$ cat config.mk
export PLATFORM = sky130hd
export DESIGN_NAME = ievs_status
export DESIGN_NICKNAME = d
export VERILOG_FILES = /design/src/hw/ievs_pkg.sv /design/src/hw/ievs_status.sv /design/src/hw/ievs_wrap_det.sv
export SDC_FILE = /design/constraint.sdc
export NUM_CORES = 1
export LEC_CHECK = 0
export BUFFER_PORTS_ARGS = -buffer_cell sky130_fd_sc_hd__buf_2
export CORE_ASPECT_RATIO = 0.6
export CORE_UTILIZATION = 51
export CTS_CLUSTER_DIAMETER = 80
export CTS_CLUSTER_SIZE = 12
export DETAILED_ROUTE_END_ITERATION = 7
export PLACE_DENSITY = 0.92
export SLEW_MARGIN = 30
export SYNTH_ARGS = -nofsm -noshare
export SYNTH_HDL_FRONTEND = slang
export SYNTH_SLANG_ARGS = --single-unit
export TNS_END_PERCENT = 30
$ cat constraint.sdc
create_clock -name clk -period 4.1 [get_ports clk]
set_input_delay 0.82 -clock clk [delete_from_list [all_inputs] [get_ports clk]]
set_output_delay 0.82 -clock clk [all_outputs]
set_load 0.005 [all_outputs]
$ cat src/hw/ievs_pkg.sv
package ievs_pkg;
    // ********************************************************************
    // Register map
    // ********************************************************************
    localparam logic [7:0]  ADDR_STATUS      = 8'h00;
    localparam logic [7:0]  ADDR_MASK        = 8'h04;
    localparam logic [7:0]  ADDR_RXCTRL      = 8'h08;
    localparam logic [7:0]  ADDR_TXCAUSE     = 8'h0c;
    localparam int          ADDR_W           = 8;
    localparam int          NFLAGS           = 9;
    localparam logic [8:0]  FLAGS_RESET      = 9'h000;
    localparam logic [8:0]  MASK_RESET       = 9'h000;
    // ********************************************************************
    // Status bit positions
    // ********************************************************************
    localparam int          BIT_RX_OVERRUN   = 0;
    localparam int          BIT_MISSED       = 1;
    localparam int          BIT_ALIGN        = 2;
    localparam int          BIT_CHECKSUM     = 3;
    localparam int          BIT_AREA_EXC     = 4;
    localparam int          BIT_BUF_EXH      = 5;
    localparam int          BIT_DESC_EXH     = 6;
    localparam int          BIT_TIMER        = 7;
    localparam int          BIT_TX_ERR       = 8;
    // Transmit cause bits held in the cause register.
    localparam int          CAUSE_BCM        = 0;
    localparam int          CAUSE_EXC        = 1;
    localparam int          CAUSE_UNDERRUN   = 2;
    localparam int          CAUSE_DEFER      = 3;
    // Receive control register bits.
    localparam int          RXCTRL_HALTED    = 0;
    localparam int          RXCTRL_FETCH     = 1;
    localparam logic [1:0]  RESP_OKAY        = 2'b00;
    localparam logic [1:0]  RESP_SLVERR      = 2'b10;
    localparam logic [31:0] TIMER_ZERO       = 32'h0000_0000;
    localparam logic [31:0] TIMER_ONES       = 32'hffff_ffff;
    localparam logic [15:0] TALLY_MAX        = 16'hffff;
    localparam logic [15:0] TALLY_ZERO       = 16'h0000;
endpackage

$ cat src/hw/ievs_status.sv
// Decided for this implementation: the address map and the AXI4-Lite slave port.
`timescale 1ns/1ps
`default_nettype none
// Notes on behaviour
// - Bit 8 sets when a packet finishes with any transmit error.
// - Transmit error causes: count mismatch, collisions, underrun, deferral; cause recorded.
// - Bit 7 sets when the 32-bit timer wraps from zero to all ones.
// - Bit 6 sets when the end-of-list marker is seen in descriptors.
// - Bit 5 sets when read pointer equals write pointer after last field read.
// - Bit 5 is an early warning on reading the last resource descriptor.
// - Reception halts after last buffer; resumes after pointers advance and bit cleared.
// - Clearing bit 5 with buffers added triggers a resource descriptor fetch.
// - Bit 4 sets at buffer area end; packet aborted, next descriptors fetched.
// - After that abort, buffer space is not reused and no descriptor built.
// - Bit 3 sets when the checksum tally wraps from maximum to zero.
// - Bit 2 sets when the alignment tally wraps from maximum to zero.
// - Bit 1 sets when the missed packet tally wraps from maximum to zero.
// - Bit 0 sets when the receive FIFO overruns before bus access.
// - Transmit underrun has no own flag; only through bit 8.
// - Writing one clears a flag; writing zero leaves it.
// - Flags clear on hardware reset and hold across software reset.
// - Interrupt asserted while any flag and its mask bit are set.
module ievs_status
    import ievs_pkg::*;
(
    input  wire logic              clk,
    input  wire logic              nrst,
    // Event sources on the bus clock.
    input  wire logic              tx_done,
    input  wire logic              byte_count_mismatch,
    input  wire logic              excessive_collisions,
    input  wire logic              tx_fifo_underrun,
    input  wire logic              excessive_deferral,
    input  wire logic [31:0]       timer_value,
    input  wire logic              end_of_list_marker,
    input  wire logic              resource_last_field_read,
    input  wire logic [15:0]       resource_read_pointer,
    input  wire logic [15:0]       resource_write_pointer,
    input  wire logic              last_buffer_used,
    input  wire logic              rx_area_end,
    input  wire logic [15:0]       checksum_tally,
    input  wire logic [15:0]       alignment_tally,
    input  wire logic [15:0]       missed_tally,
    input  wire logic              rx_fifo_overrun,
    // Control towards the receive engine, transmit status and interrupt.
    output logic                   rx_halt,
    output logic                   read_resource_command,
    output logic                   rx_abort_packet,
    output logic                   rx_skip_descriptor,
    output logic [3:0]             tx_descriptor_status_field,
    output logic                   irq,
    // AXI4-Lite slave.
    input  wire logic [ADDR_W-1:0] s_axi_awaddr,
    input  wire logic              s_axi_awvalid,
    output logic                   s_axi_awready,
    input  wire logic [31:0]       s_axi_wdata,
    input  wire logic [3:0]        s_axi_wstrb,
    input  wire logic              s_axi_wvalid,
    output logic                   s_axi_wready,
    output logic [1:0]             s_axi_bresp,
    output logic                   s_axi_bvalid,
    input  wire logic              s_axi_bready,
    input  wire logic [ADDR_W-1:0] s_axi_araddr,
    input  wire logic              s_axi_arvalid,
    output logic                   s_axi_arready,
    output logic [31:0]            s_axi_rdata,
    output logic [1:0]             s_axi_rresp,
    output logic                   s_axi_rvalid,
    input  wire logic              s_axi_rready
);
    // ********************************************************************
    // Event detection
    // ********************************************************************
    logic              timer_wrap;
    logic              cks_wrap;
    logic              aln_wrap;
    logic              mis_wrap;
    logic              tx_any_err;
    logic [NFLAGS-1:0] set_vec;

    ievs_wrap_det #(.W(32), .FROM(TIMER_ZERO), .TO(TIMER_ONES)) u_timer (
        .clk   (clk),
        .nrst  (nrst),
        .value (timer_value),
        .wrap  (timer_wrap)
    );
    ievs_wrap_det #(.W(16), .FROM(TALLY_MAX), .TO(TALLY_ZERO)) u_cks (
        .clk   (clk),
        .nrst  (nrst),
        .value (checksum_tally),
        .wrap  (cks_wrap)
    );
    ievs_wrap_det #(.W(16), .FROM(TALLY_MAX), .TO(TALLY_ZERO)) u_aln (
        .clk   (clk),
        .nrst  (nrst),
        .value (alignment_tally),
        .wrap  (aln_wrap)
    );
    ievs_wrap_det #(.W(16), .FROM(TALLY_MAX), .TO(TALLY_ZERO)) u_mis (
        .clk   (clk),
        .nrst  (nrst),
        .value (missed_tally),
        .wrap  (mis_wrap)
    );

    // Underrun only reaches status through the transmit error bit.
    assign tx_any_err = byte_count_mismatch | excessive_collisions
                      | tx_fifo_underrun | excessive_deferral;

    // Set sources gathered by position.
    always_comb begin
        set_vec                 = '0;
        set_vec[BIT_TX_ERR]     = tx_done & tx_any_err;
        set_vec[BIT_TIMER]      = timer_wrap;
        set_vec[BIT_DESC_EXH]   = end_of_list_marker;
        set_vec[BIT_BUF_EXH]    = resource_last_field_read
                                & (resource_read_pointer == resource_write_pointer);
        set_vec[BIT_AREA_EXC]   = rx_area_end;
        set_vec[BIT_CHECKSUM]   = cks_wrap;
        set_vec[BIT_ALIGN]      = aln_wrap;
        set_vec[BIT_MISSED]     = mis_wrap;
        set_vec[BIT_RX_OVERRUN] = rx_fifo_overrun;
    end

    // ********************************************************************
    // Bus slave
    // ********************************************************************
    logic              aw_got_r;
    logic              aw_got_nxt;
    logic              w_got_r;
    logic              w_got_nxt;
    logic [ADDR_W-1:0] awaddr_r;
    logic [ADDR_W-1:0] awaddr_nxt;
    logic [31:0]       wdata_r;
    logic [31:0]       wdata_nxt;
    logic [3:0]        wstrb_r;
    logic [3:0]        wstrb_nxt;
    logic              bvalid_r;
    logic              bvalid_nxt;
    logic [1:0]        bresp_r;
    logic [1:0]        bresp_nxt;
    logic              rvalid_r;
    logic              rvalid_nxt;
    logic [31:0]       rdata_r;
    logic [31:0]       rdata_nxt;
    logic [1:0]        rresp_r;
    logic [1:0]        rresp_nxt;
    logic              wr_fire;

    // Both halves of a write are accepted independently and held.
    assign s_axi_awready = !aw_got_r && !bvalid_r;
    assign s_axi_wready  = !w_got_r && !bvalid_r;
    assign s_axi_arready = !rvalid_r;
    assign wr_fire       = aw_got_r && w_got_r && !bvalid_r;

    // Maps a byte address onto a known register.
    function automatic logic addr_ok(input logic [ADDR_W-1:0] a);
        addr_ok = (a == ADDR_STATUS) || (a == ADDR_MASK)
               || (a == ADDR_RXCTRL) || (a == ADDR_TXCAUSE);
    endfunction

    // ********************************************************************
    // Flags, mask and receive control
    // ********************************************************************
    logic [NFLAGS-1:0] flags_r;
    logic [NFLAGS-1:0] flags_nxt;
    logic [NFLAGS-1:0] mask_r;
    logic [NFLAGS-1:0] mask_nxt;
    logic [3:0]        cause_r;
    logic [3:0]        cause_nxt;
    logic              halt_r;
    logic              halt_nxt;
    logic              fetch_r;
    logic              fetch_nxt;
    logic [NFLAGS-1:0] clr_vec;
    logic              buf_clear;

    // A write of ones clears; only lanes that are enabled take part.
    always_comb begin
        clr_vec = '0;
        if (wr_fire && awaddr_r == ADDR_STATUS) begin
            clr_vec[7:0] = wstrb_r[0] ? wdata_r[7:0] : 8'h00;
            clr_vec[8]   = wstrb_r[1] & wdata_r[8];
        end
    end
    assign buf_clear = clr_vec[BIT_BUF_EXH] && flags_r[BIT_BUF_EXH];

    // Register updates and receive halt logic.
    always_comb begin
        aw_got_nxt = aw_got_r;
        w_got_nxt  = w_got_r;
        awaddr_nxt = awaddr_r;
        wdata_nxt  = wdata_r;
        wstrb_nxt  = wstrb_r;
        bvalid_nxt = bvalid_r;
        bresp_nxt  = bresp_r;
        rvalid_nxt = rvalid_r;
        rdata_nxt  = rdata_r;
        rresp_nxt  = rresp_r;
        mask_nxt   = mask_r;
        cause_nxt  = cause_r;
        halt_nxt   = halt_r;
        fetch_nxt  = 1'b0;
        // Set wins over a simultaneous clear.
        flags_nxt  = (flags_r & ~clr_vec) | set_vec;
        if (s_axi_awvalid && s_axi_awready) begin
            aw_got_nxt = 1'b1;
            awaddr_nxt = s_axi_awaddr;
        end
        if (s_axi_wvalid && s_axi_wready) begin
            w_got_nxt = 1'b1;
            wdata_nxt = s_axi_wdata;
            wstrb_nxt = s_axi_wstrb; // Strobes are held with the data they qualify.
        end
        if (wr_fire) begin
            aw_got_nxt = 1'b0;
            w_got_nxt  = 1'b0;
            bvalid_nxt = 1'b1;
            bresp_nxt  = addr_ok(awaddr_r) ? RESP_OKAY : RESP_SLVERR;
            if (awaddr_r == ADDR_MASK && wstrb_r[0])
                mask_nxt[7:0] = wdata_r[7:0];
            if (awaddr_r == ADDR_MASK && wstrb_r[1])
                mask_nxt[8] = wdata_r[8];
        end
        if (bvalid_r && s_axi_bready)
            bvalid_nxt = 1'b0;
        if (s_axi_arvalid && s_axi_arready) begin
            rvalid_nxt = 1'b1;
            rresp_nxt  = addr_ok(s_axi_araddr) ? RESP_OKAY : RESP_SLVERR;
            unique case (s_axi_araddr)
                ADDR_STATUS:  rdata_nxt = {23'h000000, flags_r};
                ADDR_MASK:    rdata_nxt = {23'h000000, mask_r};
                ADDR_RXCTRL:  rdata_nxt = {30'h00000000, fetch_r, halt_r};
                ADDR_TXCAUSE: rdata_nxt = {28'h0000000, cause_r};
                default:      rdata_nxt = 32'h0000_0000;
            endcase
        end else if (rvalid_r && s_axi_rready) begin
            rvalid_nxt = 1'b0;
        end
        // Cause of the latest failed transmission is kept for software.
        if (tx_done && tx_any_err) begin
            cause_nxt[CAUSE_BCM]      = byte_count_mismatch;
            cause_nxt[CAUSE_EXC]      = excessive_collisions;
            cause_nxt[CAUSE_UNDERRUN] = tx_fifo_underrun;
            cause_nxt[CAUSE_DEFER]    = excessive_deferral;
        end
        // Reception stops once the last buffer is gone.
        if (last_buffer_used)
            halt_nxt = 1'b1;
        // Clearing the exhausted flag with new buffers restarts reception.
        if (buf_clear && resource_write_pointer != resource_read_pointer) begin
            halt_nxt  = 1'b0;
            fetch_nxt = 1'b1;
        end
    end

    // No software reset input exists, so only nrst touches the flags.
    always_ff @(posedge clk or negedge nrst) begin
        if (!nrst) begin
            aw_got_r <= 1'b0;
            w_got_r  <= 1'b0;
            awaddr_r <= '0;
            wdata_r  <= '0;
            wstrb_r  <= '0;
            bvalid_r <= 1'b0;
            bresp_r  <= RESP_OKAY;
            rvalid_r <= 1'b0;
            rdata_r  <= '0;
            rresp_r  <= RESP_OKAY;
            flags_r  <= FLAGS_RESET;
            mask_r   <= MASK_RESET;
            cause_r  <= '0;
            halt_r   <= 1'b0;
            fetch_r  <= 1'b0;
        end else begin
            aw_got_r <= aw_got_nxt;
            w_got_r  <= w_got_nxt;
            awaddr_r <= awaddr_nxt;
            wdata_r  <= wdata_nxt;
            wstrb_r  <= wstrb_nxt;
            bvalid_r <= bvalid_nxt;
            bresp_r  <= bresp_nxt;
            rvalid_r <= rvalid_nxt;
            rdata_r  <= rdata_nxt;
            rresp_r  <= rresp_nxt;
            flags_r  <= flags_nxt;
            mask_r   <= mask_nxt;
            cause_r  <= cause_nxt;
            halt_r   <= halt_nxt;
            fetch_r  <= fetch_nxt;
        end
    end

    // ********************************************************************
    // Outputs
    // ********************************************************************
    assign s_axi_bvalid = bvalid_r;
    assign s_axi_bresp  = bresp_r;
    assign s_axi_rvalid = rvalid_r;
    assign s_axi_rdata  = rdata_r;
    assign s_axi_rresp  = rresp_r;
    assign rx_halt      = halt_r;
    assign read_resource_command      = fetch_r | rx_area_end;
    // The abort drops the rest of the area and suppresses the descriptor.
    assign rx_abort_packet            = rx_area_end;
    assign rx_skip_descriptor         = rx_area_end;
    assign tx_descriptor_status_field = cause_r;
    assign irq = |(flags_r & mask_r);

    // ********************************************************************
    // Checks
    // ********************************************************************
    property p_txerr;
        @(posedge clk) disable iff (!nrst)
        (tx_done && tx_any_err) |=> flags_r[BIT_TX_ERR];
    endproperty
    a_txerr: assert property (p_txerr) else $error("tx error flag not set");

    property p_timer;
        @(posedge clk) disable iff (!nrst)
        ($past(timer_value) == TIMER_ZERO && timer_value == TIMER_ONES
         && $past(nrst)) |=> flags_r[BIT_TIMER];
    endproperty
    a_timer: assert property (p_timer) else $error("timer flag not set");

    property p_bufexh;
        @(posedge clk) disable iff (!nrst)
        (resource_last_field_read && resource_read_pointer == resource_write_pointer)
        |=> flags_r[BIT_BUF_EXH];
    endproperty
    a_bufexh: assert property (p_bufexh) else $error("buffer flag not set");

    property p_halt;
        @(posedge clk) disable iff (!nrst)
        (last_buffer_used && !fetch_nxt) |=> rx_halt;
    endproperty
    a_halt: assert property (p_halt) else $error("reception not halted");

    property p_fetch;
        @(posedge clk) disable iff (!nrst)
        (buf_clear && resource_write_pointer != resource_read_pointer)
        |=> (read_resource_command && !rx_halt);
    endproperty
    a_fetch: assert property (p_fetch) else $error("no resource fetch");

    property p_sticky;
        @(posedge clk) disable iff (!nrst)
        (flags_r[BIT_RX_OVERRUN] && !clr_vec[BIT_RX_OVERRUN]) |=> flags_r[BIT_RX_OVERRUN];
    endproperty
    a_sticky: assert property (p_sticky) else $error("flag lost");

    property p_clear;
        @(posedge clk) disable iff (!nrst)
        (clr_vec[BIT_MISSED] && !set_vec[BIT_MISSED]) |=> !flags_r[BIT_MISSED];
    endproperty
    a_clear: assert property (p_clear) else $error("flag not cleared");

    property p_irq;
        @(posedge clk) disable iff (!nrst)
        ((set_vec & mask_r) != '0) && !(wr_fire && awaddr_r == ADDR_MASK) |=> irq;
    endproperty
    a_irq: assert property (p_irq) else $error("interrupt mismatch");

    property p_setwins;
        @(posedge clk) disable iff (!nrst)
        (set_vec[BIT_AREA_EXC] && clr_vec[BIT_AREA_EXC]) |=> flags_r[BIT_AREA_EXC];
    endproperty
    a_setwins: assert property (p_setwins) else $error("set lost to clear");
endmodule
`default_nettype wire

$ cat src/hw/ievs_wrap_det.sv
`timescale 1ns/1ps
`default_nettype none
// ************************************************************************
// Counter wrap detector
// ************************************************************************
module ievs_wrap_det #(
    parameter int          W    = 16,
    parameter logic [W-1:0] FROM = '1,
    parameter logic [W-1:0] TO   = '0
) (
    input  wire logic         clk,
    input  wire logic         nrst,
    input  wire logic [W-1:0] value,
    output logic              wrap
);
    logic [W-1:0] prev_r;
    logic [W-1:0] prev_nxt;
    logic         seen_r;
    logic         seen_nxt;

    // The previous value is remembered so a wrap is seen exactly once.
    always_comb begin
        prev_nxt = value;
        seen_nxt = 1'b1;
    end

    always_ff @(posedge clk or negedge nrst) begin
        if (!nrst) begin
            prev_r <= '0;
            seen_r <= 1'b0;
        end else begin
            prev_r <= prev_nxt;
            seen_r <= seen_nxt;
        end
    end

    // The first cycle after reset has no history and cannot report a wrap.
    assign wrap = seen_r && (prev_r == FROM) && (value == TO);
endmodule
`default_nettype wire

==> impl_metrics.toml <==
[sta]
worst_slew_pin_slew_ps = 651
slew_headroom = 0.566
fin_ws_ps = 1680
rsz0062_at_grt = "no"
max_freq_mhz = 414
worst_hold_slack_ps = 394
fin_crit_ps = 2420
finalSetupViolations = 0
report.final.slew_viol_count = 0
finalCritPeriodShare = 0.589
skew_ps = 7.15
hold_viol_final = 0
tns_ps = 0

[power_and_ir_drop]
power.density_mw_per_mm2 = 548
leakage_nw = 3.31
vdd_drop_max_uv = 398

[cells_and_area]
syn2layout_area_growth_pct = 30.5
drive_above_1_share = 0.419
final_common_cell = "buf_2"
diodes = 0
finalNonFillerCells = 732
utilization = 0.691
layout_common_cells = "buf_2, dfrtp_1, nand2_1"
num-nets-final = 765

[grt]
antenna_found_initial = 0
grt_pass1_vias = 3844
grt_pass1_wl_um = 19100
grt_max_degree = 76
grt-ovfl-total = 0
grtUsageTotal = 0.238

[critical_path]
endpoint_kind = "output pin"
start_kind = "register"
cp_data_required_time_ps = 3280
path_class = "register to output pin"
arrival_ps = 1600
cp_max_fo = 5

[detailed_routing]
routed_wl_um = 12200
wl_per_cell_um = 16.6
firstDrtPassIters = 4
drt_iter0_markers = 177
routed_via_density = 5.14
remaining_drc_errors = 0
num_vias = 3762
ant_nets = 0

[die]
start_util = 0.529
core_area_sq_mm = 0.00995
die_y_um = 80.7
num_rows = 28
die_w_um = 133
dieArea_sq_mm = 0.0108
io_pins = 231

[synth]
synth_area_sq_mm = 0.00527
yosysUniqueCellTypes = 45
yosys_warnings = 0
async_reset_ff_frac = 1.00
ys_seq_elements = 139
synth-seq-area-share = 0.660
ys.flop_type = "dfrtp_1"
postSynthAreaPerCell_sq_um = 13.4
synth_cells = 392
synth-edff-count = 0

[cts]
tritoncts = "yes"
h-tree-depth = 4
clkTransAtPathRegs_ps = 60
clockBufferDepth = 2
post_cts_resized = 0
cts_buffers = 17
hold_buffers = 0
worstSkewPairLatency_ps = 400
cts.sinks = 139
post-cts-setup-buffers = 0
cts-root-buf = "clkbuf_16"

[place]
place.gp.congestion = 0.828
port-buffer-count = 180
pre_cts_ws_ps = 1870
dpl.cell_count = 700
dp_hpwl_um = 9150

[job]
max_cap_violations = 0

[outcome]
outcome = "finished, final reports clean"

[min_path]
hold_path_class = "primary input to async pin"
-- power breakdown --
group / switching (mW) / internal, mW / total [mW]
Combinational: 0.218 / 0.256 / 0.474
Clock: 0.570 / 1.02 / 1.59
Sequential: 0.153 / 1.55 / 1.70
Total: 0.942 / 2.82 / 3.76
-- metrics by stage --
stage / power (mW) / cell area [sq um]
floorplan: 1.97 / 5360
global placement: 2.15 / 6230
detailed placement: 2.18 / 6230
CTS: 3.79 / 6860
global route: 3.94 / 6870
finish: 3.76 / 6870
-- synth_stat cells, drive strengths merged (6+ instances only) --
master	count	area share
dfrtp	139	0.66
buf	30	0.041
a21o	6	0.0086
o21ai	13	0.012
xor2	16	0.027
nand4	23	0.030
nor2	15	0.011
mux2	28	0.060
mux2i	7	0.013
nand3	7	0.0067
nor4	25	0.033
nand2	31	0.022
-- layer usage --
| metal | GRT usage | up-vias | share of wire |
|---|---|---|---|
| met5 | 0 | - | 0 |
| met4 | 0.0602 | 0 | 0.0031 |
| met3 | 0.0663 | 6 | 0.068 |
| met2 | 0.381 | 163 | 0.47 |
| met1 | 0.325 | 1850 | 0.46 |
| li1 | - | 1743 | - |
-- registers in the layout (all words and copies together), names as in the netlist --
register,flops
u_mis.seen_r,1
wstrb_r,2
fetch_r,1
u_aln.prev_r,16
flags_r,9
u_mis.prev_r,16
tx_descriptor_status_field,4
awaddr_r,8
aw_got_r,1
s_axi_bresp,1
u_timer.prev_r,32
w_got_r,1
s_axi_rvalid,1
s_axi_rresp,1
mask_r,9
s_axi_rdata,9
s_axi_bvalid,1
u_cks.prev_r,16
rx_halt,1
wdata_r,9
-- worst max-delay path: stages (launching register included) --
cell and delay (ps):
dfrtp_1 430, a22o_1 240, a221oi_1 200, nand3_1 160
buf_2 160
-- logic make-up (layout without fill, tap and decap cells) --
logic type | count (synthesis) | count (layout) | synth area share
xor gates and xnor gates | 16 | 16 | 0.0266
DFF | 139 | 139 | 0.660
and+or+nand+nor | 126 | 126 | 0.140
buffers and inverters | 37 | 218 | 0.0466
AOI/OAI and AO/OA | 35 | 35 | 0.0437
muxes | 37 | 37 | 0.0817
other | 2 | 26 | 0.00143
-- path summary, 6_finish.rpt --
check,end,depth (start not counted),slack (ps),startpoint
setup reg to reg,wdata_r[6]$_DFFE_PN0P_,2,2490,w_got_r$_DFFE_PN0P_
setup / recovery,irq,4,1680,flags_r[5]$_DFF_PN0_
hold reg to reg,s_axi_rdata[0]$_DFFE_PN0P_,2,490,s_axi_rdata[0]$_DFFE_PN0P_
min in group clk,s_axi_rdata[0]$_DFFE_PN0P_,2,490,s_axi_rdata[0]$_DFFE_PN0P_
max in group asynchronous,u_aln.prev_r[4]$_DFF_PN0_,2,2900,nrst
hold / removal,u_mis.prev_r[12]$_DFF_PN0_,1,390,nrst
-- final cells by class --
class	instances	area, sq um
Clock buffer	21	470
Timing Repair Buffer	181	927
Sequential cell	139	3480
Multi-Input combinational cell	240	1650
Clock inverter	11	158
Tap cell	135	169
Inverter	5	18.8
Fill cell	711	3080
(Power assumes the default switching activity.)
